$ cat config.mk
export PLATFORM = sky130hd
export DESIGN_NAME = plsc_top
export DESIGN_NICKNAME = d
export VERILOG_FILES = /design/src/include/plsc_pkg.sv /design/src/include/plsc_ind_if.sv /design/src/core/plsc_stretch.sv /design/src/core/plsc_top.sv
export VERILOG_INCLUDE_DIRS = /design/src /design/src/include
export SDC_FILE = /design/constraint.sdc
export NUM_CORES = 1
export LEC_CHECK = 0
export BUFFER_PORTS_ARGS = -buffer_cell sky130_fd_sc_hd__buf_2
export CAP_MARGIN = 30
export CORE_ASPECT_RATIO = 0.8
export CORE_UTILIZATION = 30
export DETAILED_ROUTE_END_ITERATION = 10
export PLACE_DENSITY_LB_ADDON = 0.15
export SYNTH_ARGS = -nofsm -noshare
export SYNTH_HDL_FRONTEND = slang
export SYNTH_SLANG_ARGS = --single-unit
$ cat constraint.sdc
create_clock -name clk -period 2.8 [get_ports clk]
set_input_delay 0.42 -clock clk [delete_from_list [all_inputs] [get_ports clk]]
set_output_delay 0.42 -clock clk [all_outputs]
set_load 0.02 [all_outputs]
$ cat src/include/plsc_regs.svh
`ifndef PLSC_REGS_SVH
`define PLSC_REGS_SVH

// Register offsets
`define PLSC_OFS_IND_OVR      5'h18
`define PLSC_OFS_FUNC_CTRL    5'h19
`define PLSC_OFS_IRQ_STATUS   5'h1C
`define PLSC_OFS_IRQ_CLEAR    5'h1D
`define PLSC_OFS_IRQ_ENABLE   5'h1E

// Indicator override fields
`define PLSC_IND_SPD_EN       5
`define PLSC_IND_LNK_EN       4
`define PLSC_IND_ACT_EN       3
`define PLSC_IND_SPD_VAL      2
`define PLSC_IND_LNK_VAL      1
`define PLSC_IND_ACT_VAL      0
`define PLSC_IND_MSB          5
`define PLSC_IND_RST          6'h00

// Function control fields
`define PLSC_FC_AUTOX         15
`define PLSC_FC_FORCEX        14
`define PLSC_FC_PAUSE_RX      13
`define PLSC_FC_PAUSE_TX      12
`define PLSC_FC_INJECT        11
`define PLSC_FC_LONG_SEQ      10
`define PLSC_FC_RESULT        9
`define PLSC_FC_RUN           8
`define PLSC_FC_BYPASS        7

// Ability advertisement fields
`define PLSC_ADV_PAUSE        10
`define PLSC_ADV_ASM_DIR      11

// Event bits
`define PLSC_EV_FAIL          0
`define PLSC_EV_PAUSE_CHG     1
`define PLSC_EV_INJECTED      2
`define PLSC_EV_RST           3'h0

// Timing
`define PLSC_CLK_KHZ          125000
`define PLSC_STRETCH_MS       50
`define PLSC_STRETCH_CYC      (`PLSC_STRETCH_MS * `PLSC_CLK_KHZ)
`define PLSC_SYNC_BITS        4'hF
`define PLSC_PRBS_SEED        15'h7fff

`endif

$ cat src/include/plsc_pkg.sv
`default_nettype none

package plsc_pkg;

	typedef enum logic [1:0] {
		PLSC_ST_IDLE  = 2'h0,
		PLSC_ST_SYNC  = 2'h1,
		PLSC_ST_CHECK = 2'h3
	} plsc_st_e;

	typedef logic [15:0] plsc_word_t;
	typedef logic [2:0]  plsc_ind_t;
	typedef logic [14:0] plsc_prbs_t;

endpackage

`default_nettype wire

$ cat src/include/plsc_ind_if.sv
`default_nettype none

interface plsc_ind_if;
	import plsc_pkg::*;

	plsc_ind_t raw;
	plsc_ind_t stretched;
	logic      bypass;

	modport ctrl (
		output raw,
		output bypass,
		input  stretched
	);

	modport stretch (
		input  raw,
		input  bypass,
		output stretched
	);
endinterface

`default_nettype wire

$ cat src/core/plsc_stretch.sv
`include "plsc_regs.svh"
`default_nettype none

module plsc_stretch
	import plsc_pkg::*;
#(
	parameter int unsigned CYC = `PLSC_STRETCH_CYC
) (
	input wire logic    clk,
	input wire logic    rstn,
	plsc_ind_if.stretch ind
);

	logic [31:0] cnt_reg [3];
	plsc_ind_t   out_reg;

	// Hold each indicator for a minimum on time after its last pulse
	always_ff @(posedge clk or negedge rstn) begin
		if (!rstn) begin
			for (int i = 0; i < 3; i++) begin
				cnt_reg[i] <= 32'h0000_0000;
			end
		end else begin
			for (int i = 0; i < 3; i++) begin
				if (ind.raw[i]) begin
					cnt_reg[i] <= 32'(CYC);
				end else if (cnt_reg[i] != 32'h0000_0000) begin
					cnt_reg[i] <= cnt_reg[i] - 32'h0000_0001;
				end
			end
		end
	end

	// Bypass passes the raw status straight through
	always_ff @(posedge clk or negedge rstn) begin
		if (!rstn) begin
			out_reg <= 3'h0;
		end else begin
			for (int i = 0; i < 3; i++) begin
				if (ind.bypass) begin
					out_reg[i] <= ind.raw[i];
				end else begin
					out_reg[i] <= ind.raw[i] | (cnt_reg[i] != 32'h0000_0000);
				end
			end
		end
	end

	assign ind.stretched = out_reg;

endmodule

`default_nettype wire

$ cat src/core/plsc_top.sv
`include "plsc_regs.svh"
`default_nettype none

module plsc_top
	import plsc_pkg::*;
#(
	parameter int unsigned STRETCH_CYC = `PLSC_STRETCH_CYC
) (
	input  wire logic        clk,
	input  wire logic        rstn,
	input  wire logic [4:0]  reg_addr,
	input  wire logic [15:0] reg_wdata,
	input  wire logic        reg_wr,
	input  wire logic        reg_rd,
	output logic      [15:0] reg_rdata,
	input  wire logic        auto_crossover_strap,
	input  wire logic        auto_crossover_detect,
	input  wire logic        speed_status,
	input  wire logic        link_status,
	input  wire logic        activity_status,
	input  wire logic [15:0] local_ability_advert,
	input  wire logic [15:0] partner_ability_advert,
	input  wire logic        full_duplex_resolved,
	input  wire logic        selftest_rx_bit,
	output logic             selftest_tx_bit,
	output logic             selftest_active,
	output logic             speed_indicator_out,
	output logic             link_indicator_out,
	output logic             activity_collision_indicator_out,
	output logic             auto_crossover_en,
	output logic             pair_swap,
	output logic             pause_rx_en,
	output logic             pause_tx_en,
	output logic             irq
);

	// Next bit of the selected pseudo-random sequence
	function automatic logic prbs_fb(input logic long_sel,
	                                 input plsc_prbs_t s);
		if (long_sel) begin
			prbs_fb = s[14] ^ s[13];
		end else begin
			prbs_fb = s[8] ^ s[4];
		end
	endfunction

	function automatic logic wr_hit(input logic [4:0] ofs);
		wr_hit = reg_wr && (reg_addr == ofs);
	endfunction

	logic [5:0]  ind_reg;
	logic        strap_done_reg;
	logic        autox_reg;
	logic        forcex_reg;
	logic        inject_reg;
	logic        long_sel_reg;
	logic        result_reg;
	logic        run_reg;
	logic        bypass_reg;
	logic        pause_rx_reg;
	logic        pause_tx_reg;
	logic [2:0]  irq_sts_reg;
	logic [2:0]  irq_en_reg;
	logic        irq_reg;
	logic [15:0] rdata_reg;
	plsc_st_e    st_reg;
	plsc_st_e    st_next;
	logic [3:0]  sync_cnt_reg;
	plsc_prbs_t  gen_reg;
	plsc_prbs_t  chk_reg;
	logic        tx_bit_reg;
	logic        spd_out_reg;
	logic        lnk_out_reg;
	logic        act_out_reg;
	logic        swap_reg;
	logic        pause_rx_next;
	logic        pause_tx_next;
	logic        mismatch;
	logic        fail_ev;
	logic        inject_ev;
	logic        pause_chg_ev;
	logic [2:0]  ev_vec;
	plsc_word_t  func_word;
	plsc_word_t  ind_word;

	plsc_ind_if ind_bus ();

	plsc_stretch #(
		.CYC (STRETCH_CYC)
	) u_stretch (
		.clk  (clk),
		.rstn (rstn),
		.ind  (ind_bus)
	);

	// Indicator override register, upper bits dropped
	always_ff @(posedge clk or negedge rstn) begin
		if (!rstn) begin
			ind_reg <= `PLSC_IND_RST;
		end else if (wr_hit(`PLSC_OFS_IND_OVR)) begin
			ind_reg <= reg_wdata[`PLSC_IND_MSB:0];
		end
	end

	// Auto crossover: strap caught on first edge after reset
	always_ff @(posedge clk or negedge rstn) begin
		if (!rstn) begin
			strap_done_reg <= 1'b0;
			autox_reg      <= 1'b0;
		end else if (!strap_done_reg) begin
			strap_done_reg <= 1'b1;
			autox_reg      <= auto_crossover_strap;
		end else if (wr_hit(`PLSC_OFS_FUNC_CTRL)) begin
			autox_reg <= reg_wdata[`PLSC_FC_AUTOX];
		end
	end

	// Plain read-write control bits
	always_ff @(posedge clk or negedge rstn) begin
		if (!rstn) begin
			forcex_reg   <= 1'b0;
			long_sel_reg <= 1'b0;
			run_reg      <= 1'b0;
			bypass_reg   <= 1'b0;
		end else if (wr_hit(`PLSC_OFS_FUNC_CTRL)) begin
			forcex_reg   <= reg_wdata[`PLSC_FC_FORCEX];
			long_sel_reg <= reg_wdata[`PLSC_FC_LONG_SEQ];
			run_reg      <= reg_wdata[`PLSC_FC_RUN];
			bypass_reg   <= reg_wdata[`PLSC_FC_BYPASS];
		end
	end

	// Inject request lives one cycle, then clears itself
	always_ff @(posedge clk or negedge rstn) begin
		if (!rstn) begin
			inject_reg <= 1'b0;
		end else begin
			inject_reg <= wr_hit(`PLSC_OFS_FUNC_CTRL) &&
			              reg_wdata[`PLSC_FC_INJECT];
		end
	end

	// Pattern generator
	always_ff @(posedge clk or negedge rstn) begin
		if (!rstn) begin
			gen_reg    <= `PLSC_PRBS_SEED;
			tx_bit_reg <= 1'b0;
		end else if (run_reg) begin
			gen_reg    <= {gen_reg[13:0], prbs_fb(long_sel_reg, gen_reg)};
			tx_bit_reg <= prbs_fb(long_sel_reg, gen_reg) ^ inject_reg;
		end else begin
			gen_reg    <= `PLSC_PRBS_SEED;
			tx_bit_reg <= 1'b0;
		end
	end

	// Self-synchronising checker history
	always_ff @(posedge clk or negedge rstn) begin
		if (!rstn) begin
			chk_reg <= 15'h0000;
		end else if (run_reg) begin
			chk_reg <= {chk_reg[13:0], selftest_rx_bit};
		end
	end

	assign mismatch = selftest_rx_bit != prbs_fb(long_sel_reg, chk_reg);

	// Self-test sequencing
	always_comb begin
		st_next = st_reg;
		case (st_reg)
			PLSC_ST_IDLE: begin
				if (run_reg) begin
					st_next = PLSC_ST_SYNC;
				end
			end
			PLSC_ST_SYNC: begin
				if (!run_reg) begin
					st_next = PLSC_ST_IDLE;
				end else if (sync_cnt_reg == `PLSC_SYNC_BITS) begin
					st_next = PLSC_ST_CHECK;
				end
			end
			PLSC_ST_CHECK: begin
				if (!run_reg) begin
					st_next = PLSC_ST_IDLE;
				end
			end
			default: begin
				st_next = PLSC_ST_IDLE;
			end
		endcase
	end

	always_ff @(posedge clk or negedge rstn) begin
		if (!rstn) begin
			st_reg <= PLSC_ST_IDLE;
		end else begin
			st_reg <= st_next;
		end
	end

	always_ff @(posedge clk or negedge rstn) begin
		if (!rstn) begin
			sync_cnt_reg <= 4'h0;
		end else if (st_reg == PLSC_ST_SYNC) begin
			sync_cnt_reg <= sync_cnt_reg + 4'h1;
		end else begin
			sync_cnt_reg <= 4'h0;
		end
	end

	assign fail_ev = (st_reg == PLSC_ST_CHECK) && run_reg &&
	                 mismatch && result_reg;

	// Result: pass on start, fail latched, cleared on stop
	always_ff @(posedge clk or negedge rstn) begin
		if (!rstn) begin
			result_reg <= 1'b0;
		end else if (!run_reg) begin
			result_reg <= 1'b0;
		end else if (st_reg == PLSC_ST_IDLE) begin
			result_reg <= 1'b1;
		end else if (fail_ev) begin
			result_reg <= 1'b0;
		end
	end

	// Pause resolution, full duplex only
	always_comb begin
		logic lp;
		logic la;
		logic rp;
		logic ra;
		lp = local_ability_advert[`PLSC_ADV_PAUSE];
		la = local_ability_advert[`PLSC_ADV_ASM_DIR];
		rp = partner_ability_advert[`PLSC_ADV_PAUSE];
		ra = partner_ability_advert[`PLSC_ADV_ASM_DIR];
		pause_rx_next = full_duplex_resolved &&
		                ((lp && rp) || (lp && la && !rp && ra));
		pause_tx_next = full_duplex_resolved &&
		                ((lp && rp) || (!lp && la && rp && ra));
	end

	always_ff @(posedge clk or negedge rstn) begin
		if (!rstn) begin
			pause_rx_reg <= 1'b0;
			pause_tx_reg <= 1'b0;
		end else begin
			pause_rx_reg <= pause_rx_next;
			pause_tx_reg <= pause_tx_next;
		end
	end

	assign pause_chg_ev = (pause_rx_next != pause_rx_reg) ||
	                      (pause_tx_next != pause_tx_reg);
	assign inject_ev    = inject_reg && run_reg;

	// Crossover steering
	always_ff @(posedge clk or negedge rstn) begin
		if (!rstn) begin
			swap_reg <= 1'b0;
		end else begin
			swap_reg <= forcex_reg ||
			            (autox_reg && auto_crossover_detect);
		end
	end

	// Indicator path through the stretcher
	assign ind_bus.raw    = {speed_status, link_status, activity_status};
	assign ind_bus.bypass = bypass_reg;

	always_ff @(posedge clk or negedge rstn) begin
		if (!rstn) begin
			spd_out_reg <= 1'b0;
			lnk_out_reg <= 1'b0;
			act_out_reg <= 1'b0;
		end else begin
			spd_out_reg <= ind_reg[`PLSC_IND_SPD_EN] ?
			               ind_reg[`PLSC_IND_SPD_VAL] :
			               ind_bus.stretched[2];
			lnk_out_reg <= ind_reg[`PLSC_IND_LNK_EN] ?
			               ind_reg[`PLSC_IND_LNK_VAL] :
			               ind_bus.stretched[1];
			act_out_reg <= ind_reg[`PLSC_IND_ACT_EN] ?
			               ind_reg[`PLSC_IND_ACT_VAL] :
			               ind_bus.stretched[0];
		end
	end

	// Event status, enable and interrupt
	always_comb begin
		ev_vec                     = `PLSC_EV_RST;
		ev_vec[`PLSC_EV_FAIL]      = fail_ev;
		ev_vec[`PLSC_EV_PAUSE_CHG] = pause_chg_ev;
		ev_vec[`PLSC_EV_INJECTED]  = inject_ev;
	end

	always_ff @(posedge clk or negedge rstn) begin
		if (!rstn) begin
			irq_sts_reg <= `PLSC_EV_RST;
		end else if (wr_hit(`PLSC_OFS_IRQ_CLEAR)) begin
			irq_sts_reg <= (irq_sts_reg & ~reg_wdata[2:0]) | ev_vec;
		end else begin
			irq_sts_reg <= irq_sts_reg | ev_vec;
		end
	end

	always_ff @(posedge clk or negedge rstn) begin
		if (!rstn) begin
			irq_en_reg <= `PLSC_EV_RST;
		end else if (wr_hit(`PLSC_OFS_IRQ_ENABLE)) begin
			irq_en_reg <= reg_wdata[2:0];
		end
	end

	always_ff @(posedge clk or negedge rstn) begin
		if (!rstn) begin
			irq_reg <= 1'b0;
		end else begin
			irq_reg <= |(irq_sts_reg & irq_en_reg);
		end
	end

	// Read words
	always_comb begin
		ind_word                          = 16'h0000;
		ind_word[`PLSC_IND_MSB:0]         = ind_reg;
		func_word                         = 16'h0000;
		func_word[`PLSC_FC_AUTOX]         = autox_reg;
		func_word[`PLSC_FC_FORCEX]        = forcex_reg;
		func_word[`PLSC_FC_PAUSE_RX]      = pause_rx_reg;
		func_word[`PLSC_FC_PAUSE_TX]      = pause_tx_reg;
		func_word[`PLSC_FC_INJECT]        = inject_reg;
		func_word[`PLSC_FC_LONG_SEQ]      = long_sel_reg;
		func_word[`PLSC_FC_RESULT]        = result_reg;
		func_word[`PLSC_FC_RUN]           = run_reg;
		func_word[`PLSC_FC_BYPASS]        = bypass_reg;
	end

	always_ff @(posedge clk or negedge rstn) begin
		if (!rstn) begin
			rdata_reg <= 16'h0000;
		end else if (reg_rd) begin
			case (reg_addr)
				`PLSC_OFS_IND_OVR:    rdata_reg <= ind_word;
				`PLSC_OFS_FUNC_CTRL:  rdata_reg <= func_word;
				`PLSC_OFS_IRQ_STATUS: rdata_reg <= {13'h0000, irq_sts_reg};
				`PLSC_OFS_IRQ_ENABLE: rdata_reg <= {13'h0000, irq_en_reg};
				default:              rdata_reg <= 16'h0000;
			endcase
		end else begin
			rdata_reg <= 16'h0000;
		end
	end

	assign reg_rdata                        = rdata_reg;
	assign selftest_tx_bit                  = tx_bit_reg;
	assign selftest_active                  = run_reg;
	assign speed_indicator_out              = spd_out_reg;
	assign link_indicator_out               = lnk_out_reg;
	assign activity_collision_indicator_out = act_out_reg;
	assign auto_crossover_en                = autox_reg;
	assign pair_swap                        = swap_reg;
	assign pause_rx_en                      = pause_rx_reg;
	assign pause_tx_en                      = pause_tx_reg;
	assign irq                              = irq_reg;

endmodule

`default_nettype wire

* Word level (Yosys, flattened, before mapping)
Cells that the tools add are included.
** Storage, ports and cells
- Register bits :: 179
- Bits of input ports :: 64
- Output and inout bits :: 26
- Word-level logic and storage cells :: 126
** Operators by class
- Add/sub/neg operators :: 4
- Eq/ne operators :: 16
- Muxes and demuxes :: 31
- Bitwise gates (word level) :: 13
- Reductions and logical operators :: 34
** Operator list (count)
- 32-bit two-way mux :: 6
- 32-bit nonzero test :: 3
- 32-bit by 1-bit subtractor with 32-bit output (second input constant) :: 3
- 16-bit case mux with 4 select lines :: 1
- 5-bit == test (second input constant) :: 5
- 1-bit logical AND :: 19
- 16-bit two-way mux :: 1
- 1-bit two-way mux :: 15
- 15-bit two-way mux :: 1
- 2-bit two-way mux :: 4
- 3-bit AND :: 2
- 3-bit OR :: 2
- 2-bit case mux with 3 select lines :: 1
- 2-bit nonzero test :: 3
- 1-bit XOR :: 5
- 4-bit by 1-bit adder with 4-bit output (second input constant) :: 1
- 4-bit == test (second input constant) :: 1
- 1-bit logical OR :: 4
- 4-bit two-way mux :: 1
- 2-bit inequality test (second input constant) :: 2
- 3-bit two-way mux :: 1
- 1-bit inequality test :: 3
- 3-bit by 1-bit inequality test with 1-bit output (second input constant) :: 1
- 3-bit inequality test (second input constant) :: 1
- 9 further kinds :: 12

* Longest topological paths before layout
- Depth in word-level cells :: 10
- Mapped depth :: 9
- Mapped depth without buffers :: 7

* Cells and area by module
A second synthesis with hierarchy kept.
** Unflattened totals
- Cell total of the unflattened synthesis :: 792
- Area total of the unflattened synthesis :: 8489.4 µm²
** By module, submodules not included
- plsc_stretch :: times used 1, cells an instance 567, area an instance 5391.4 µm², sequential area each 2477.4 µm²
- plsc_top :: times used 1, cells an instance 225, area an instance 3098.0 µm², sequential area each 1995.7 µm²

* Worst setup path after synthesis
No wires, ideal clock.
- Kind :: register to register
- Start point :: register u_stretch.cnt_reg[64] in the netlist's numbering
- End point :: register u_stretch.cnt_reg[94] in the netlist's numbering
- Library setup time :: 0.128 ns
- Arrival :: 2.220 ns
- Required time :: 2.672 ns
- Setup slack :: 0.452 ns
- Cell stages (with the launch flop) :: 9
- Path buffers :: 1
- Period minus slack after synthesis :: 2.348 ns
- Cells stage by stage :: dfrtp_1 -> inv_1 -> ha_1 -> nor4b_2 -> nand4_1 -> clkbuf_1 -> a211o_1 -> nor4_1 -> mux2_1
** On the way
- Cells in the longest elaborated chain, start to end :: 3
- Elaborated cells between the ends (all ways) :: 5
- Those cells by class :: add/sub: 1; mux: 2; reduce/logical: 2
** Ends and longest elaborated chain
- from (decl) :: line plsc_stretch.sv:14 : logic [31:0] cnt_reg [3];
- from (signal, indexed assignment) :: line plsc_stretch.sv:26 : cnt_reg[i] <= 32'(CYC);
- from (signal, indexed assignment) :: line plsc_stretch.sv:28 : cnt_reg[i] <= cnt_reg[i] - 32'h0000_0001;
- 32-bit by 1-bit subtractor with 32-bit output :: line plsc_stretch.sv:28
- 32-bit two-way mux :: line plsc_stretch.sv:27 : end else if (cnt_reg[i] != 32'h0000_0000) begin
- 32-bit two-way mux :: line plsc_stretch.sv:25 : if (ind.raw[i]) begin
Several ways; a longest one is shown, not always the timed one. The select of a mux whose other input is x is not followed.
A chain may end at the register's enable or synchronous reset.

* Worst setup path in the final report
- Start point :: register u_stretch.cnt_reg[32] in the netlist's numbering
- End point :: register u_stretch.cnt_reg[60] in the netlist's numbering
Same word-level chain as after synthesis.

==> results.sh <==
export IMPL_cts_setup_buffers=0
export IMPL_synth_top_area_frac=0.488
export IMPL_rows=54
export IMPL_max_stage_delay_ns=0.48
export IMPL_clock_skew_ns=0.00890
export IMPL_vdd_drop_max_uv=422
export IMPL_grt_pass1_vias=5879
export IMPL_ctsResizeCount=0
export IMPL_drive_gt1_frac=0.204
export IMPL_antenna_cells=0
export IMPL_avgSynthCellArea_um2=10.7
export IMPL_clockBufferDepth=2
export IMPL_drc_errors=0
export IMPL_path_buf_inv=1
export IMPL_r2r_end="u_stretch.cnt_reg[60]$_DFFE_PN0P_"
export IMPL_regArea_um2=4470
export IMPL_cap_violations=0
export IMPL_p_leak_nw=3.86
export IMPL_finalCriticalPeriod_ns=2.53
export IMPL_finalMaxSlewViolations=0
export IMPL_cp_required_ns=3.16
export IMPL_crit_slowest_cell="or4_1"
export IMPL_synth_area_um2=8360
export IMPL_worst_slew_pin_slew_ns=0.665
export IMPL_port_buffers=56
export IMPL_synth_top_flop_cell="dfrtp_1"
export IMPL_synthToLayoutAreaGrowth_pct=16.5
export IMPL_async_flop_share=1.00
export IMPL_firstDrtPassIters=5
export IMPL_critPathKind="reg -> reg"
export IMPL_fin_crit_sh=0.905
export IMPL_synthMuxAreaShare=0.0626
export IMPL_cts_hold_fix_buffers=0
export IMPL_setup_violations=0
export IMPL_insertion_delay_ns=0.44
export IMPL_power_density_nw_per_um2=608
export IMPL_fmax_ghz=0.395
export IMPL_totalWireLength_um=18600
export IMPL_final_antenna_net_count=0
export IMPL_n_fill_cell=2745
export IMPL_fp_dieArea_um2=28500
export IMPL_vias=6081
export IMPL_core_area_um2=27300
export IMPL_initial_core_util=0.306
export IMPL_synth_area_leaders="dfrtp_1 49%, dfstp_2 4.7%, mux2_2 4.2%, or3_1 3.7%, or4_1 3.0%"
export IMPL_synth_xor_xnor_area_share=0.0251
export IMPL_syn_nets=846
export IMPL_grt_pass1_wl_um=31400
export IMPL_hpwl_um=12500
export IMPL_grt_ovfl_total=0
export IMPL_grt_total_usage=0.140
export IMPL_wl_per_cell_um=15.2
export IMPL_drtIter0Drc=328
export IMPL_mostFrequentLayoutCell="dfrtp_1"
export IMPL_nNetsFinal=914
export IMPL_multi_input_area_um2=3700
export IMPL_worstPathMaxFanout=7
export IMPL_rr_startpoint="u_stretch.cnt_reg[32]$_DFFE_PN0P_"
export IMPL_ctsHtreeMaxLevel=4
export IMPL_die_x_um=189
export IMPL_synth_adder_area_share=0.00599
export IMPL_synth_compound_area_share=0.109
export IMPL_synth_top_area_cell="dfrtp_1"
export IMPL_crit_path_cell_trace="inv_1 -> ha_1 -> or3b_1 -> nor4_4 -> nand4_1 -> or4_1 -> a21oi_1"
export IMPL_r2r_worst_path_cells=7
export IMPL_end_kind="flip-flop"
export IMPL_finalPower_w=0.00592
export IMPL_synth_top_family_by_area="simple AND/OR/NAND/NOR gates"
export IMPL_yosysWarnings=0
export IMPL_rsz0062_at_grt="false"
export IMPL_largest_reg_flops=96
export IMPL_yosysUniqueCellTypes=63
export IMPL_ff2ff_setup_slack_ns=0.27
export IMPL_syn_instance_count=778
export IMPL_synth_edf_count=0
export IMPL_finalHoldViolations=0
export IMPL_cts_tree="yes"
export IMPL_final_setup_tns_ns=0
export IMPL_antenna_found_initial=0
export IMPL_synthSimpleGateAreaFrac=0.239
export IMPL_gp_congestion=0.714
export IMPL_hp_class="in -> async"
export IMPL_crit_path_start_kind="flip-flop"
export IMPL_crit_family="simple AND/OR/NAND/NOR gates"
export IMPL_outcome="finished, final reports clean"
export IMPL_cts_sinks=178
export IMPL_cts_made_buffers=17
export IMPL_layout_common_cells="163 x dfrtp_1, 55 x buf_2, 49 x or3_1"
export IMPL_relSlewSlack=0.545
export IMPL_synth_seq_area_share=0.535
export IMPL_clkTransAtPathRegs_ns=0.07
export IMPL_cts_root_buf="clkbuf_16"
export IMPL_worstPathArrival_ns=2.89
export IMPL_routed_via_density=4.97
export IMPL_grt_max_degree=81
export IMPL_ioPinCount=90
export IMPL_die_h_um=151
export IMPL_ys_ff_latch=178
-- through the flow --
stage	instance area (µm²)	instances	worst slack, ns	util	hold WS [ns]
4_1_cts	9740	1223	0.246	0.357	0.0437
3_3_place_gp	9200	1191	0.263	0.337	0.425
2_1_floorplan	8360	778	0.452	-	0.124
5_1_grt	9740	1223	0.0676	0.357	0.0614
6_report	9740	1223	0.267	0.357	0.0105
3_5_place_dp	9200	1191	0.269	0.337	0.429
-- cell families after synthesis --
family                   Yosys count
other                              2
flip-flops                       178
AND/OR/NAND/NOR                  332
AO/OA/AOI/OAI                    145
adder cells (fa/ha/maj)            4
XOR/XNOR                          24
buffers and inverters             45
multiplexers                      48
-- worst register-to-register path: cells and delay by family, from the launching register on --
family	cells	cell delay [ns]
flip-flops	1	0.41
AND/OR/NAND/NOR	4	1.66
adder cells (fa/ha/maj)	1	0.16
AO/OA/AOI/OAI	1	0.16
buffers and inverters	1	0.07
-- power breakdown --
part	switching, W	internal (W)
logic	0.000358	0.000316
clock network	0.00106	0.00123
registers	0.000169	0.00278
-- cells in the mapped netlist (10+ instances only) --
cell type,instances
a21oi_1,48
and2_1,12
clkbuf_1,24
dfrtp_1,163
dfstp_2,15
inv_1,12
mux2_2,31
mux2i_1,14
nand2_1,25
nand2b_1,28
nand3_1,27
nor2_1,44
nor2b_1,22
nor3_1,24
nor4_1,27
o21ai_0,31
o31ai_1,25
or3_1,49
or4_1,33
xnor2_1,10
xor2_1,14
-- routing by layer --
metal	vias to the layer above	track usage	part of all wire
li1	3014	-	-
met2	53	0.206	0.44
met4	0	0.0472	0.013
met3	21	0.0285	0.027
met1	2993	0.203	0.52
met5	-	0	0
-- final cells by class --
class	instances	share of cell area
Clock buffer	20	0.0448
Clock inverter	12	0.0110
Inverter	13	0.00501
Multi-Input combinational cell	555	0.380
Sequential cell	178	0.459
Tap cell	364	0.0468
Timing Repair Buffer	81	0.0528
-- worst max-delay path by stage --
stage,end,depth (start not counted),slack [ns],startpoint
global route,u_stretch.cnt_reg[87]$_DFFE_PN0P_,8,0.07,u_stretch.cnt_reg[64]$_DFFE_PN0P_
floorplan,u_stretch.cnt_reg[94]$_DFFE_PN0P_,8,0.45,u_stretch.cnt_reg[64]$_DFFE_PN0P_
finish,u_stretch.cnt_reg[60]$_DFFE_PN0P_,7,0.27,u_stretch.cnt_reg[32]$_DFFE_PN0P_
detailed placement,u_stretch.cnt_reg[60]$_DFFE_PN0P_,7,0.27,u_stretch.cnt_reg[32]$_DFFE_PN0P_
global placement,u_stretch.cnt_reg[60]$_DFFE_PN0P_,7,0.26,u_stretch.cnt_reg[32]$_DFFE_PN0P_
CTS,u_stretch.cnt_reg[60]$_DFFE_PN0P_,7,0.25,u_stretch.cnt_reg[32]$_DFFE_PN0P_
Note: power is estimated with default switching activity, not from simulation.
